--- src/include/mau_pkg.sv ---
// Shared constants, types and reset state of the multidrop autobaud UART port
`default_nettype none
package mau_pkg;
  // ----------------------------------------------------------------
  // Timing
  // ----------------------------------------------------------------
  localparam int unsigned CW           = 20;
  localparam int unsigned CLK_HZ       = 250_000_000;
  localparam int unsigned MIN_BAUD_BPS = 10_000;
  localparam int unsigned MAX_BAUD_BPS = 1_000_000;
  localparam int unsigned MIN_BIT_CYC  = CLK_HZ / MAX_BAUD_BPS;
  localparam int unsigned MAX_BIT_CYC  = CLK_HZ / MIN_BAUD_BPS;
  localparam logic [CW-1:0] BIT_FLOOR_CYC  = CW'(MIN_BIT_CYC - MIN_BIT_CYC / 4);
  localparam logic [CW-1:0] SYNC_MAX_DEF   = CW'(MAX_BIT_CYC * 10);
  localparam logic [CW-1:0] DISCARD_IDLE_DEF = CW'(MAX_BIT_CYC * 12);
  localparam int unsigned GAP_SHIFT    = 4;
  // ----------------------------------------------------------------
  // Frame layout
  // ----------------------------------------------------------------
  localparam logic [7:0] SYNC_BYTE  = 8'h79;
  localparam logic [7:0] ACK_BYTE   = 8'hC3;
  localparam logic [3:0] BIT_START  = 4'h0;
  localparam logic [3:0] BIT_D7     = 4'h8;
  localparam logic [3:0] BIT_PAR    = 4'h9;
  localparam logic [3:0] BIT_STOP   = 4'hA;
  localparam logic [3:0] TX_LAST    = 4'hB;
  localparam logic [2:0] FR_SYNC    = 3'h0;
  localparam logic [2:0] FR_ADDR    = 3'h1;
  localparam logic [2:0] FR_REG     = 3'h2;
  localparam logic [2:0] FR_DLO     = 3'h3;
  localparam logic [2:0] FR_WFINAL  = 3'h4;
  localparam logic [1:0] CAST_NODE  = 2'h0;
  localparam logic [1:0] CAST_GLOBAL = 2'h1;
  localparam logic [1:0] CAST_CLUSTER = 2'h2;
  // ----------------------------------------------------------------
  // Register map
  // ----------------------------------------------------------------
  localparam logic [2:0] REG_CTRL    = 3'h0;
  localparam logic [2:0] REG_STATUS  = 3'h1;
  localparam logic [2:0] REG_BAUD    = 3'h2;
  localparam logic [2:0] REG_WR_INFO = 3'h3;
  localparam logic [2:0] REG_RD_DATA = 3'h4;
  localparam logic [2:0] REG_RD_ADDR = 3'h5;
  localparam logic [2:0] REG_NODE    = 3'h6;
  localparam int unsigned ST_SYNC_ERR  = 0;
  localparam int unsigned ST_PAR_ERR   = 1;
  localparam int unsigned ST_STOP_ERR  = 2;
  localparam int unsigned ST_START_ERR = 3;
  localparam int unsigned ST_CRC_ERR   = 4;
  localparam int unsigned ST_WR_DONE   = 5;
  localparam int unsigned ST_RD_DONE   = 6;
  localparam int unsigned ST_RX_BUSY   = 8;
  localparam int unsigned ST_TX_BUSY   = 9;
  // ----------------------------------------------------------------
  // State
  // ----------------------------------------------------------------
  typedef enum logic [2:0] {
    RX_IDLE    = 3'b000,
    RX_SYNC    = 3'b001,
    RX_GAP     = 3'b010,
    RX_FRAME   = 3'b011,
    RX_DISCARD = 3'b100
  } mau_rx_state_type;
  typedef enum logic [0:0] {
    TX_IDLE = 1'b0,
    TX_BUSY = 1'b1
  } mau_tx_state_type;
  typedef struct packed {
    logic             rx_prev;
    mau_rx_state_type rx_st;
    logic [CW-1:0]    frame_cnt;
    logic [CW-1:0]    lvl_cnt;
    logic [CW-1:0]    tmr;
    logic [CW-1:0]    bit_cyc;
    logic [1:0]       edge_n;
    logic             sync_ok;
    logic [3:0]       bitn;
    logic [7:0]       sh;
    logic             fe_start;
    logic             fe_par;
    logic [2:0]       fidx;
    logic             is_rd;
    logic             match;
    logic [1:0]       cast;
    logic [2:0]       crc;
    logic             pkt_err;
    logic [7:0]       reg_addr;
    logic [7:0]       dlo;
    mau_tx_state_type tx_st;
    logic [CW-1:0]    tx_bit;
    logic [CW-1:0]    tx_tmr;
    logic [3:0]       tx_bitn;
    logic [11:0]      tx_sh;
    logic [1:0]       tx_left;
    logic [7:0]       tx_b1;
    logic [7:0]       tx_b2;
    logic             tx_oe;
    logic             tx_lvl;
    logic             strap_done;
    logic [3:0]       node_id;
    logic [5:0]       cluster;
    logic [6:0]       status;
    logic [7:0]       wr_addr;
    logic [12:0]      wr_data;
    logic [1:0]       wr_cast;
    logic [12:0]      rd_data;
    logic [7:0]       rd_addr;
    logic             wait_q;
    logic [31:0]      rdata;
  } mau_state_type;
  localparam mau_state_type RST_STATE = '{
    rx_prev: 1'b1, rx_st: RX_IDLE, tx_st: TX_IDLE, wait_q: 1'b1, default: '0};
endpackage : mau_pkg
`default_nettype wire

--- src/hdl/mau_port.sv ---
// Autobaud receive, address match, check code and open-drain response of the UART port
//
// What this block does
// - Measure each packet's bit rate, 10k to 1000k
// - Answer at the rate just measured
// - Tx is open drain, only pulls low
// - Accept own, general call or cluster identity
// - Frame: start, eight data, even parity, stop
// - Sampling failure: no acknowledge, error flags set
// - Sync start edge starts the frame counter
// - Three level intervals compared to half count
// - All pass: bit period is count over eight
// - Responses open with acknowledge byte C3
// - Address: broadcast flag, six-bit identity, read flag
// - Write: five frames, final holds check code
// - Read: four frames; answer ack, low, final
// - Check code x3+x+1 from zero, LSB first
`timescale 1ns/100ps
`default_nettype none
module mau_port
  import mau_pkg::*;
#(
  parameter logic [CW-1:0] SYNC_MAX_CYCLES     = SYNC_MAX_DEF,
  parameter logic [CW-1:0] DISCARD_IDLE_CYCLES = DISCARD_IDLE_DEF
) (
  input  wire logic        i_mclk,
  input  wire logic        i_rst_n,
  input  wire logic [4:0]  i_avs_address,
  input  wire logic        i_avs_read,
  input  wire logic        i_avs_write,
  input  wire logic [31:0] i_avs_writedata,
  input  wire logic [3:0]  i_avs_byteenable,
  output logic      [31:0] o_avs_readdata,
  output logic             o_avs_waitrequest,
  input  wire logic [3:0]  i_address_strap_pin,
  input  wire logic        i_rx,
  input  wire logic        i_tx_in,
  output logic             o_tx_out,
  output logic             o_tx_oe
);
  // ----------------------------------------------------------------
  // Helpers
  // ----------------------------------------------------------------
  function automatic logic [2:0] crc_step(input logic [2:0] c, input logic [7:0] d,
                                          input int unsigned n);
    logic [2:0] r;
    logic       fb;
    r = c;
    for (int i = 0; i < 8; i++) begin
      if (i < n) begin
        fb = d[i] ^ r[2];
        r  = {r[1], r[0] ^ fb, fb};
      end
    end
    return r;
  endfunction : crc_step

  function automatic logic near_half(input logic [CW-1:0] lvl, input logic [CW-1:0] frm);
    logic [CW-1:0] h;
    logic [CW-1:0] df;
    h  = frm >> 1;
    df = (lvl > h) ? (lvl - h) : (h - lvl);
    return df <= (frm >> 3);
  endfunction : near_half

  function automatic logic [11:0] tx_frame(input logic [7:0] b);
    return {2'b11, ^b, b, 1'b0};
  endfunction : tx_frame

  // ----------------------------------------------------------------
  // State
  // ----------------------------------------------------------------
  mau_state_type q;
  mau_state_type d;
  logic          rx_fall;
  logic          rx_edge;
  logic          tx_go;
  logic          sync_pass;
  logic          sync_fail;
  logic          pkt_bad;
  logic [31:0]   wmask;
  logic [31:0]   rd_mux;
  logic [7:0]    byte_in;
  logic          err_now;
  logic [2:0]    crc_fin;
  logic [2:0]    crc_rsp;
  logic          unused_tx_in;

  assign unused_tx_in = i_tx_in;

  always_comb begin
    d         = q;
    tx_go     = 1'b0;
    sync_pass = 1'b0;
    sync_fail = 1'b0;
    pkt_bad   = 1'b0;
    rx_fall   = q.rx_prev & ~i_rx;
    rx_edge   = q.rx_prev ^ i_rx;
    byte_in   = q.sh;
    err_now   = q.pkt_err | q.fe_start | q.fe_par | ~i_rx;
    crc_fin   = crc_step(q.crc, q.sh, 5);
    crc_rsp   = crc_step(crc_step(3'h0, q.rd_data[7:0], 8), {3'h0, q.rd_data[12:8]}, 5);
    wmask     = {{8{i_avs_byteenable[3]}}, {8{i_avs_byteenable[2]}},
                 {8{i_avs_byteenable[1]}}, {8{i_avs_byteenable[0]}}};
    rd_mux    = '0;
    d.rx_prev = i_rx;
    if (!q.strap_done) begin
      d.node_id    = i_address_strap_pin;
      d.strap_done = 1'b1;
    end
    // ----------------------------------------------------------------
    // Register bus: one wait cycle, then the access is taken
    // ----------------------------------------------------------------
    case (i_avs_address[4:2])
      REG_CTRL:    rd_mux[5:0] = q.cluster;
      REG_STATUS: begin
        rd_mux[6:0]        = q.status;
        rd_mux[ST_RX_BUSY] = (q.rx_st != RX_IDLE);
        rd_mux[ST_TX_BUSY] = (q.tx_st == TX_BUSY);
      end
      REG_BAUD:    rd_mux[CW-1:0] = q.bit_cyc;
      REG_WR_INFO: rd_mux[25:0] = {q.wr_cast, 3'h0, q.wr_data, q.wr_addr};
      REG_RD_DATA: rd_mux[12:0] = q.rd_data;
      REG_RD_ADDR: rd_mux[7:0] = q.rd_addr;
      REG_NODE:    rd_mux[3:0] = q.node_id;
      default:     rd_mux = '0;
    endcase
    if (q.wait_q) begin
      if (i_avs_read || i_avs_write) begin
        d.wait_q = 1'b0;
        d.rdata  = i_avs_read ? rd_mux : 32'h0000_0000;
      end
    end else begin
      d.wait_q = 1'b1;
      if (i_avs_write) begin
        case (i_avs_address[4:2])
          REG_CTRL:    d.cluster = (q.cluster & ~wmask[5:0]) | (i_avs_writedata[5:0] & wmask[5:0]);
          REG_STATUS:  d.status = q.status & ~(i_avs_writedata[6:0] & wmask[6:0]);
          REG_RD_DATA: d.rd_data = (q.rd_data & ~wmask[12:0])
                                   | (i_avs_writedata[12:0] & wmask[12:0]);
          default: ;
        endcase
      end
    end
    // ----------------------------------------------------------------
    // Transmitter
    // ----------------------------------------------------------------
    if (q.tx_st == TX_BUSY) begin
      if (q.tx_tmr != '0) begin
        d.tx_tmr = q.tx_tmr - 1'b1;
      end else begin
        d.tx_tmr = q.tx_bit - 1'b1;
        if (q.tx_bitn == TX_LAST) begin
          if (q.tx_left != 2'h0) begin
            d.tx_sh   = tx_frame(q.tx_b1);
            d.tx_b1   = q.tx_b2;
            d.tx_left = q.tx_left - 1'b1;
            d.tx_bitn = 4'h0;
            d.tx_oe   = 1'b1;
          end else begin
            d.tx_st = TX_IDLE;
            d.tx_oe = 1'b0;
          end
        end else begin
          d.tx_sh   = {1'b1, q.tx_sh[11:1]};
          d.tx_bitn = q.tx_bitn + 1'b1;
          d.tx_oe   = ~q.tx_sh[1];
        end
      end
    end
    // ----------------------------------------------------------------
    // Receiver
    // ----------------------------------------------------------------
    case (q.rx_st)
      RX_IDLE: begin
        if (rx_fall) begin
          d.rx_st     = RX_SYNC;
          d.frame_cnt = '0;
          d.lvl_cnt   = '0;
          d.edge_n    = 2'h0;
          d.sync_ok   = 1'b1;
        end
      end
      RX_SYNC: begin
        d.frame_cnt = q.frame_cnt + 1'b1;
        d.lvl_cnt   = q.lvl_cnt + 1'b1;
        if (q.frame_cnt >= SYNC_MAX_CYCLES) begin
          sync_fail = 1'b1;
        end else if (rx_edge) begin
          d.lvl_cnt = '0;
          d.edge_n  = q.edge_n + 1'b1;
          if (q.edge_n != 2'h0 && !near_half(q.lvl_cnt, q.frame_cnt)) begin
            d.sync_ok = 1'b0;
          end
          if (q.edge_n == 2'h3) begin
            // Count includes this edge's clock, so it spans eight whole bits
            if (d.sync_ok && (d.frame_cnt >> 3) >= BIT_FLOOR_CYC) begin
              sync_pass = 1'b1;
              d.bit_cyc = d.frame_cnt >> 3;
              d.rx_st   = RX_FRAME;
              d.bitn    = BIT_D7;
              d.tmr     = (d.frame_cnt >> 3) >> 1;
              // Seven bits seen; D7 shifts in on top of them
              d.sh      = SYNC_BYTE << 1;
              d.fe_start = 1'b0;
              d.fe_par  = 1'b0;
              d.fidx    = FR_SYNC;
              d.crc     = 3'h0;
              d.pkt_err = 1'b0;
              d.match   = 1'b0;
            end else begin
              sync_fail = 1'b1;
            end
          end
        end
      end
      RX_GAP: begin
        d.lvl_cnt = q.lvl_cnt + 1'b1;
        if (rx_fall) begin
          d.rx_st    = RX_FRAME;
          d.tmr      = q.bit_cyc >> 1;
          d.bitn     = BIT_START;
          d.fe_start = 1'b0;
          d.fe_par   = 1'b0;
        end else if ({4'h0, q.lvl_cnt} >= {q.bit_cyc, 4'h0}) begin
          d.rx_st = RX_IDLE;
        end
      end
      RX_FRAME: begin
        if (q.tmr != '0) begin
          d.tmr = q.tmr - 1'b1;
        end else begin
          d.tmr  = q.bit_cyc - 1'b1;
          d.bitn = q.bitn + 1'b1;
          if (q.bitn == BIT_START) begin
            d.fe_start = i_rx;
          end else if (q.bitn <= BIT_D7) begin
            d.sh = {i_rx, q.sh[7:1]};
          end else if (q.bitn == BIT_PAR) begin
            d.fe_par = (i_rx != ^q.sh);
          end else if (q.fidx == FR_SYNC) begin
            if (q.fe_par || !i_rx) begin
              sync_fail = 1'b1;
            end else begin
              d.rx_st   = RX_GAP;
              d.lvl_cnt = '0;
              d.fidx    = FR_ADDR;
            end
          end else begin
            if (q.fe_par)   d.status[ST_PAR_ERR] = 1'b1;
            if (!i_rx)      d.status[ST_STOP_ERR] = 1'b1;
            if (q.fe_start) d.status[ST_START_ERR] = 1'b1;
            d.pkt_err = err_now;
            d.rx_st   = RX_GAP;
            d.lvl_cnt = '0;
            d.fidx    = q.fidx + 1'b1;
            if (q.fidx == FR_ADDR) begin
              d.crc   = crc_step(q.crc, byte_in, 8);
              d.is_rd = byte_in[0];
              if (!byte_in[7] && byte_in[6:1] == {2'b00, q.node_id}) begin
                d.match = 1'b1;
                d.cast  = CAST_NODE;
              end else if (byte_in[7] && !byte_in[0] && byte_in[6:1] == 6'h00) begin
                d.match = 1'b1;
                d.cast  = CAST_GLOBAL;
              end else if (byte_in[7] && !byte_in[0] && byte_in[6:1] == q.cluster) begin
                d.match = 1'b1;
                d.cast  = CAST_CLUSTER;
              end
            end else if (q.fidx == FR_REG) begin
              d.crc      = crc_step(q.crc, byte_in, 8);
              d.reg_addr = byte_in;
            end else if (q.fidx == FR_DLO && !q.is_rd) begin
              d.crc = crc_step(q.crc, byte_in, 8);
              d.dlo = byte_in;
            end else begin
              d.rx_st = RX_IDLE;
              if (crc_fin != byte_in[7:5]) d.status[ST_CRC_ERR] = 1'b1;
              pkt_bad = err_now || (crc_fin != byte_in[7:5]);
              if (!pkt_bad && q.match) begin
                if (q.is_rd) begin
                  d.status[ST_RD_DONE] = 1'b1;
                  d.rd_addr = q.reg_addr;
                end else begin
                  d.status[ST_WR_DONE] = 1'b1;
                  d.wr_addr = q.reg_addr;
                  d.wr_data = {byte_in[4:0], q.dlo};
                  d.wr_cast = q.cast;
                end
                if (q.cast == CAST_NODE && q.tx_st == TX_IDLE) begin
                  tx_go     = 1'b1;
                  d.tx_st   = TX_BUSY;
                  d.tx_bit  = q.bit_cyc;
                  d.tx_tmr  = q.bit_cyc - 1'b1;
                  d.tx_bitn = 4'h0;
                  d.tx_sh   = tx_frame(ACK_BYTE);
                  d.tx_oe   = 1'b1;
                  d.tx_left = q.is_rd ? 2'h2 : 2'h0;
                  d.tx_b1   = q.rd_data[7:0];
                  d.tx_b2   = {crc_rsp, q.rd_data[12:8]};
                end
              end
            end
          end
        end
      end
      RX_DISCARD: begin
        d.lvl_cnt = i_rx ? (q.lvl_cnt + 1'b1) : '0;
        if (q.lvl_cnt >= DISCARD_IDLE_CYCLES) d.rx_st = RX_IDLE;
      end
      default: d.rx_st = RX_IDLE;
    endcase
    if (sync_fail) begin
      d.rx_st               = RX_DISCARD;
      d.lvl_cnt             = '0;
      d.status[ST_SYNC_ERR] = 1'b1;
    end
  end

  always_ff @(posedge i_mclk) begin
    if (!i_rst_n) q <= RST_STATE;
    else          q <= d;
  end

  assign o_avs_readdata    = q.rdata;
  assign o_avs_waitrequest = q.wait_q;
  assign o_tx_out          = q.tx_lvl;
  assign o_tx_oe           = q.tx_oe;

  // ----------------------------------------------------------------
  // Checks
  // ----------------------------------------------------------------
  property p_tx_released;
    @(posedge i_mclk) disable iff (!i_rst_n) (q.tx_st == TX_IDLE) |-> !o_tx_oe;
  endproperty
  a_tx_released: assert property (p_tx_released) else $error("Tx driven while idle");

  property p_open_drain;
    @(posedge i_mclk) disable iff (!i_rst_n) tx_go |=> (o_tx_oe && !o_tx_out)[*2];
  endproperty
  a_open_drain: assert property (p_open_drain) else $error("Start bit not pulled low");

  property p_sync_start;
    @(posedge i_mclk) disable iff (!i_rst_n)
      (q.rx_st == RX_IDLE && rx_fall) |=> (q.rx_st == RX_SYNC && q.frame_cnt == '0);
  endproperty
  a_sync_start: assert property (p_sync_start) else $error("Frame counter not started");

  property p_level_reset;
    @(posedge i_mclk) disable iff (!i_rst_n)
      (q.rx_st == RX_SYNC && rx_edge && !sync_fail && q.edge_n != 2'h3) |=> q.lvl_cnt == '0;
  endproperty
  a_level_reset: assert property (p_level_reset) else $error("Level counter not reset");

  property p_baud;
    @(posedge i_mclk) disable iff (!i_rst_n)
      sync_pass |=> (q.bit_cyc == (q.frame_cnt >> 3) && q.rx_st == RX_FRAME);
  endproperty
  a_baud: assert property (p_baud) else $error("Bit period not count over eight");

  property p_tx_rate;
    @(posedge i_mclk) disable iff (!i_rst_n)
      tx_go |=> (q.tx_bit == q.bit_cyc && q.tx_tmr == q.bit_cyc - 1'b1);
  endproperty
  a_tx_rate: assert property (p_tx_rate) else $error("Response rate differs");

  property p_ack_first;
    @(posedge i_mclk) disable iff (!i_rst_n)
      tx_go |=> (q.tx_sh[8:1] == ACK_BYTE && q.tx_sh[9] == ^ACK_BYTE);
  endproperty
  a_ack_first: assert property (p_ack_first) else $error("Response not opened by ack");

  property p_no_ack_on_err;
    @(posedge i_mclk) disable iff (!i_rst_n)
      (pkt_bad && q.tx_st == TX_IDLE) |=> (q.tx_st == TX_IDLE && !o_tx_oe)[*2];
  endproperty
  a_no_ack_on_err: assert property (p_no_ack_on_err) else $error("Ack after bad packet");

  property p_sync_reject;
    @(posedge i_mclk) disable iff (!i_rst_n)
      sync_fail |=> (q.rx_st == RX_DISCARD && q.status[ST_SYNC_ERR]);
  endproperty
  a_sync_reject: assert property (p_sync_reject) else $error("Bad sync not dropped");

  property p_bus_wait;
    @(posedge i_mclk) disable iff (!i_rst_n)
      ((i_avs_read || i_avs_write) && q.wait_q) |=> !o_avs_waitrequest ##1 o_avs_waitrequest;
  endproperty
  a_bus_wait: assert property (p_bus_wait) else $error("Bus answer not one cycle");
endmodule : mau_port
`default_nettype wire

--- config.mk ---
export PLATFORM = sky130hd
export DESIGN_NAME = mau_port
export DESIGN_NICKNAME = d
export VERILOG_FILES = /design/src/include/mau_pkg.sv /design/src/hdl/mau_port.sv
export SDC_FILE = /design/constraint.sdc
export NUM_CORES = 1
export LEC_CHECK = 0
export ABC_AREA = 0
export BUFFER_PORTS_ARGS = -buffer_cell sky130_fd_sc_hd__buf_2
export CORE_ASPECT_RATIO = 0.5
export CORE_UTILIZATION = 50
export CTS_BUF_LIST = sky130_fd_sc_hd__clkbuf_16
export CTS_CLUSTER_DIAMETER = 50
export DETAILED_ROUTE_END_ITERATION = 12
export PLACE_DENSITY = 0.66
export REMOVE_ABC_BUFFERS = 1
export SLEW_MARGIN = 20
export SYNTH_ARGS = -nofsm -noshare
export SYNTH_HDL_FRONTEND = slang
export SYNTH_SLANG_ARGS = --single-unit
--- constraint.sdc ---
create_clock -name i_mclk -period 6.9 [get_ports i_mclk]
set_input_delay 0.69 -clock i_mclk [delete_from_list [all_inputs] [get_ports i_mclk]]
set_output_delay 0.69 -clock i_mclk [all_outputs]
set_load 0.05 [all_outputs]
After elaboration in Yosys (flattened, before gate mapping)
Index checks and enable logic that the tools add are counted.

Bitwise operators: 106. Eq/ne operators: 53. $add $sub $neg: 13. Multiplexer cells: 309. $lt $le $gt $ge: 7. Reductions and logical operators: 66.

Operators by type and width (number): 3-bit two-way mux (194); 76-bit two-way mux (4); 20-bit two-way mux (11); 104-bit two-way mux (2); 80-bit two-way mux (2); 117-bit two-way mux (1); 103-bit two-way mux (1); 100-bit two-way mux (1); 20-bit case mux with 5 select lines (1); 92-bit two-way mux (1); 84-bit two-way mux (1); 40-bit two-way mux (2); 26-bit two-way mux (3); 1-bit bitwise XOR (76); 20-bit case mux with 3 select lines (1); 46-bit two-way mux (1); 11-bit AND reduction (4); 43-bit two-way mux (1); 6-bit two-way mux (7); 20-bit by 1-bit adder with 20-bit output (second input constant) (2); 20-bit case mux with 2 select lines (1); 20-bit nonzero test (2); 20-bit by 1-bit subtractor with 20-bit output (second input constant) (2); 3-bit != test (second input constant) (12); 82 further kinds (221).

Register bits: 293. Word-level logic and storage cells: 596. Input port bits: 51. Output and inout bits: 35.

Longest topological paths before layout
Word-level depth: 88. Depth in mapped cells: 27. Depth with buffers taken out: 25.

Least setup slack after synthesis
OpenSTA, ideal clock, no wires.

Path type: register -> register. Start: register q[262] (netlist bit). End: register q[224] (netlist bit). Stages on the path, launching flop included: 25. Setup time: 0.128 ns. Slack: 1.252 ns. Buffers on the path: 2. Data required time: 6.772 ns. Arrival time: 5.521 ns. Period minus slack after synthesis: 5.648 ns. Cell sequence: dfxtp_1 inv_1 ha_1 clkbuf_1 nand2_1 o21ai_1 a221oi_1 o21ai_0 nand2_1 o31ai_1 o221ai_1 a311oi_1 o22ai_1 xnor2_1 ha_1 nand4_1 a2111oi_0 a2111oi_0 a21oi_1 nor4b_1 a211oi_2 nor4_4 buf_2 mux2i_1 nor2_1.

Longest elaborated chain between the ends: 11. Elaborated cells on any way between the ends: 13. Those cells by class: add/sub (2); order compare (2); mux (5); reduce/logical (4).

RTL lines: from (decl) (RTL line mau_port.sv:73) `mau_state_type q;`; from (signal assigned) (RTL line mau_port.sv:321) `if (!i_rst_n) q <= RST_STATE;`; from (signal assigned) (RTL line mau_port.sv:322) `else q <= d;`; 19-bit by 20-bit subtractor with 20-bit output (tied with other cells) (RTL line mau_port.sv:62) `df = (lvl > h) ? (lvl - h) : (h - lvl);`; 20-bit two-way mux * (RTL line mau_port.sv:62); 20-bit by 17-bit less-or-equal comparator with 1-bit output * (RTL line mau_port.sv:63) `return df <= (frm >> 3);`; 1-bit zero test * (RTL line mau_port.sv:192) `if (q.edge_n != 2'h0 && !near_half(q.lvl_cnt, q.frame_cnt)) begin`; 1-bit logical AND * (RTL line mau_port.sv:192); 1-bit two-way mux * (RTL line mau_port.sv:192); 1-bit two-way mux * (RTL line mau_port.sv:189) `end else if (rx_edge) begin`; 1-bit two-way mux * (RTL line mau_port.sv:187) `if (q.frame_cnt >= SYNC_MAX_CYCLES) begin`; 1-bit two-way mux * (RTL line mau_port.sv:174) `case (q.rx_st)`; 1-bit logical AND * (RTL line mau_port.sv:197) `if (d.sync_ok && (d.frame_cnt >> 3) >= BIT_FLOOR_CYC) begin`; 5-bit AND reduction (no line) *.

Every way passes the cells marked *; elsewhere a longest branch is shown, timed or not. The select of a mux whose other input is x is not followed. A chain may end at the register's enable or synchronous reset.

Final worst setup path
Start: register q[256] (netlist bit). End: register q[197] (netlist bit).

Longest elaborated chain between the ends: 12. Elaborated cells on any way between the ends: 14. Those cells by class: add/sub (2); order compare (2); eq/ne (1); mux (5); reduce/logical (4).

RTL lines (RTL line): 19-bit by 20-bit subtractor with 20-bit output (tied with other cells) (mau_port.sv:62); 20-bit two-way mux * (mau_port.sv:62); 20-bit by 17-bit less-or-equal comparator with 1-bit output * (mau_port.sv:63); 1-bit zero test * (mau_port.sv:192); 1-bit logical AND * (mau_port.sv:192); 1-bit two-way mux * (mau_port.sv:192); 1-bit two-way mux * (mau_port.sv:189); 1-bit two-way mux * (mau_port.sv:187); 1-bit two-way mux * (mau_port.sv:174); 1-bit logical AND * (mau_port.sv:197); 2-bit != test (no line) *; 10-bit AND reduction (no line) *.

Marks and branches as above.

==> qor.txt <==
Status: finished clean
Share of layout cells above drive strength 1: 8.63%
Hold-fix buffers, CTS: 0
Detailed placement HPWL: 38200 µm
Register bit total from synthesis: 283
Global route overflow: 0
Synth area leader: dfxtp_1
Final setup fails: 0
Remaining DRCs: 0
Area of the multi-input gates: 11200 µm²
Die Y: 136 µm
Detail Route met2 WL: 22900 µm
Area growth, synth to finish: 8.78%
TritonCTS clock tree: yes
Synth Warn #: 0
Leakage: 7.78 nW
Hold Vio Cnt, Final: 0
Worst Path Max Fanout: 4
Fmax: 156 MHz
1st-iter DRT viols: 1403
EDFF count, synth: 0
Top-area cell type share of the netlist area: 31.5%
Cells after DPL: 2765
Met1 WL: 25600 µm
Vias in the first global route: 15200
Internal: 0.00263 W
Ant. Diodes: 0
Max-cap violations: 0
Sequential Area: 5670 µm²
Slew HR: 29.7%
Post-synthesis sequential area ratio: 31.5%
Post-Layout Cell Count: 2817
Crit end category: flop
Tmin final: 6.41 ns
HP Class: input port to flop
FP Rows: 48
Max-slew violations: 0
WL per Instance: 18.7 µm
Initial Util: 51.4%
CTS root buf: clkbuf_16
Antenna violations before repair: 1
Worst slew pin tran: 1.05 ns
Sequential Power Share: 46.2%
Worst path required time: 7.36 ns
Maximum VDD drop: 0.181 mV
Clock buffer count from CTS: 28
Final worst-path cycle share: 92.9%
Post-Syn Instances: 2338
Top layer reached by signal wires: met4
Final WL: 52700 µm
Cells on worst reg2reg path: 27
Via-to-Cell Ratio: 5.96
Final setup TNS: 0 ns
Die width: 270 µm
# H-tree levels: 1
Top_reg_cell synth: dfxtp_1
Top-Level Pins: 86
Syn_area_per_cell: 7.69 µm²
Worst Hold Depth: 3
Routability Congestion: 0.928
Core ar.: 35000 µm²
Instance area at placement: 18600 µm²
Largest net degree at the start of global routing: 105
Ys async rst share: 0%
Switching share of power: 26.3%
Fin Clk Skew: 0.0263 ns
Logic gate share of total power: 9.6%
Syn Std Cell Area: 18000 µm²
Post-route ant nets: 0
Fill cell count: 3373
Synth top area cells: dfxtp_1 (32%), ha_1 (6.3%), nand2_1 (5.9%)
First-pass GRT wire length: 83800 µm
RSZ-0062 raised after global routing: no
All-Layer GR Usage: 28.3%
Reg clk slew, reported paths: 0.07 ns
Unique masters post-synth: 82
Buffers on Ports: 51
Clock power share: 44.2%
Worst path arrival time: 6.88 ns
Pwr Density: 182 nW/µm²
Clock buffer depth: 3
Final Cell Area: 19600 µm²
Final #Nets: 2464
Kind of critical path: flop to flop
Worst-skew pair later-pin latency: 0.59 ns
Met3 WL: 3230 µm
Via Count: 16800
Clock sinks: 283
DR pass1 iterations: 6
Commonest cells post-synth: dfxtp_1 (283), nand2_1 (283), nor2_1 (258)
Psw: 0.000940 W
Worst setup SP type: flop
WHS: 0.346 ns
Die Area: 36800 µm²
[power groups by stage]
stage / logic (W) / clock network [W] / registers (W)
floorplan: 0.000203 / 0 / 0.00169
global placement: 0.000334 / 0 / 0.00168
detailed placement: 0.000336 / 0 / 0.00168
CTS: 0.000338 / 0.00160 / 0.00165
global route: 0.000378 / 0.00166 / 0.00165
finish: 0.000344 / 0.00157 / 0.00165
[registers in the layout (all words and copies together), names as in the netlist, named ones only]
register / cells
o_avs_readdata: 23
o_avs_waitrequest: 1
o_tx_oe: 1
q: 231
byte_in: 8
[worst max-delay path, cell delays in order (launching register included)]
cell and delay (ns):
dfxtp_1 0.31, inv_1 0.09, ha_1 0.20, inv_1 0.10, fa_1 0.40, a21oi_1 0.24, o21bai_1 0.15, a221oi_2 0.42
o21a_1 0.28, o21ai_0 0.11, o31ai_1 0.13, o221ai_1 0.24, a311oi_2 0.39, o22ai_1 0.16, xnor2_1 0.17, ha_1 0.31
nand4_1 0.11, buf_4 0.16, nor4_1 0.39, nand2_1 0.08, o21ai_0 0.08, a21oi_1 0.09, nor4b_1 0.28, buf_4 0.18
a211oi_4 0.06, nor3_1 0.63, o21ai_0 0.35, mux2i_1 0.18
[layer usage]
metal | vias to the layer above | track usage [%]
li1 | 8204 | -
met1 | 8024 | 40.7
met2 | 483 | 44.4
met3 | 67 | 4.19
met4 | 0 | 6.84
met5 | - | 0
[logic make-up after synthesis]
group | after synthesis | synth area share [%]
mux | 98 | 5.71
xor+xnor | 132 | 6.58
other cells | 1 | 0.0209
flops | 283 | 31.5
buf+inv | 272 | 6.63
compound gates | 586 | 20.3
simple gates | 873 | 22.7
fa+ha+maj | 93 | 6.56
[layout make-up]
| class | instances | share of cell area [%] |
|---|---|---|
| sequential | 283 | 29.0 |
| tap | 475 | 3.04 |
| timing repair buffer | 119 | 4.17 |
| multi-input combinational | 1792 | 57.2 |
| clock inverter | 24 | 1.18 |
| inverter | 96 | 1.87 |
| clock buffer | 28 | 3.58 |
[through the flow]
stage / worst slack, ns / total power (W) / util, %
6_report: 0.487 / 0.00357 / 56.0
5_1_grt: 0.0297 / 0.00369 / 56.0
4_1_cts: 0.251 / 0.00359 / 55.9
3_5_place_dp: 0.298 / 0.00202 / 53.2
3_3_place_gp: 0.406 / 0.00202 / 53.2
2_1_floorplan: 0.421 / 0.00189 / -
[path summary, 6_finish.rpt]
| check | from | endpoint | slack (ns) |
|---|---|---|---|
| max reg2reg | q[256]$_SDFFE_PP0P_ | q[197]$_SDFFE_PN0P_ | 0.49 |
| min reg2reg | q[65]$_SDFFE_PN0P_ | q[65]$_SDFFE_PN0P_ | 0.45 |
| min | i_address_strap_pin[1] | q[91]$_SDFFE_PN0N_ | 0.35 |
| max | q[256]$_SDFFE_PP0P_ | q[197]$_SDFFE_PN0P_ | 0.49 |
[cell usage in the layout, fill, tap and decap left out, types with 13 or more instances in the layout]
| master | n |
|---|---|
| a211oi_1 | 35 |
| a21oi_1 | 210 |
| a22oi_1 | 50 |
| a31oi_1 | 16 |
| and3_1 | 31 |
| buf_2 | 51 |
| buf_4 | 64 |
| clkbuf_16 | 28 |
| dfxtp_1 | 283 |
| ha_1 | 91 |
| inv_1 | 95 |
| mux2i_1 | 89 |
| nand2_1 | 283 |
| nand3_1 | 63 |
| nand4_1 | 22 |
| nor2_1 | 258 |
| nor3_1 | 76 |
| nor4_1 | 21 |
| o211ai_1 | 26 |
| o21ai_0 | 123 |
| o22ai_1 | 14 |
| or3_1 | 22 |
| or4_1 | 13 |
| xnor2_1 | 85 |
| xor2_1 | 45 |
[repair_timing]
item	4_1_cts	5_1_grt
buffers inserted	0	0
setup endpoints to repair	0	79
resized for setup	0	4
(Power assumes the default switching activity.)
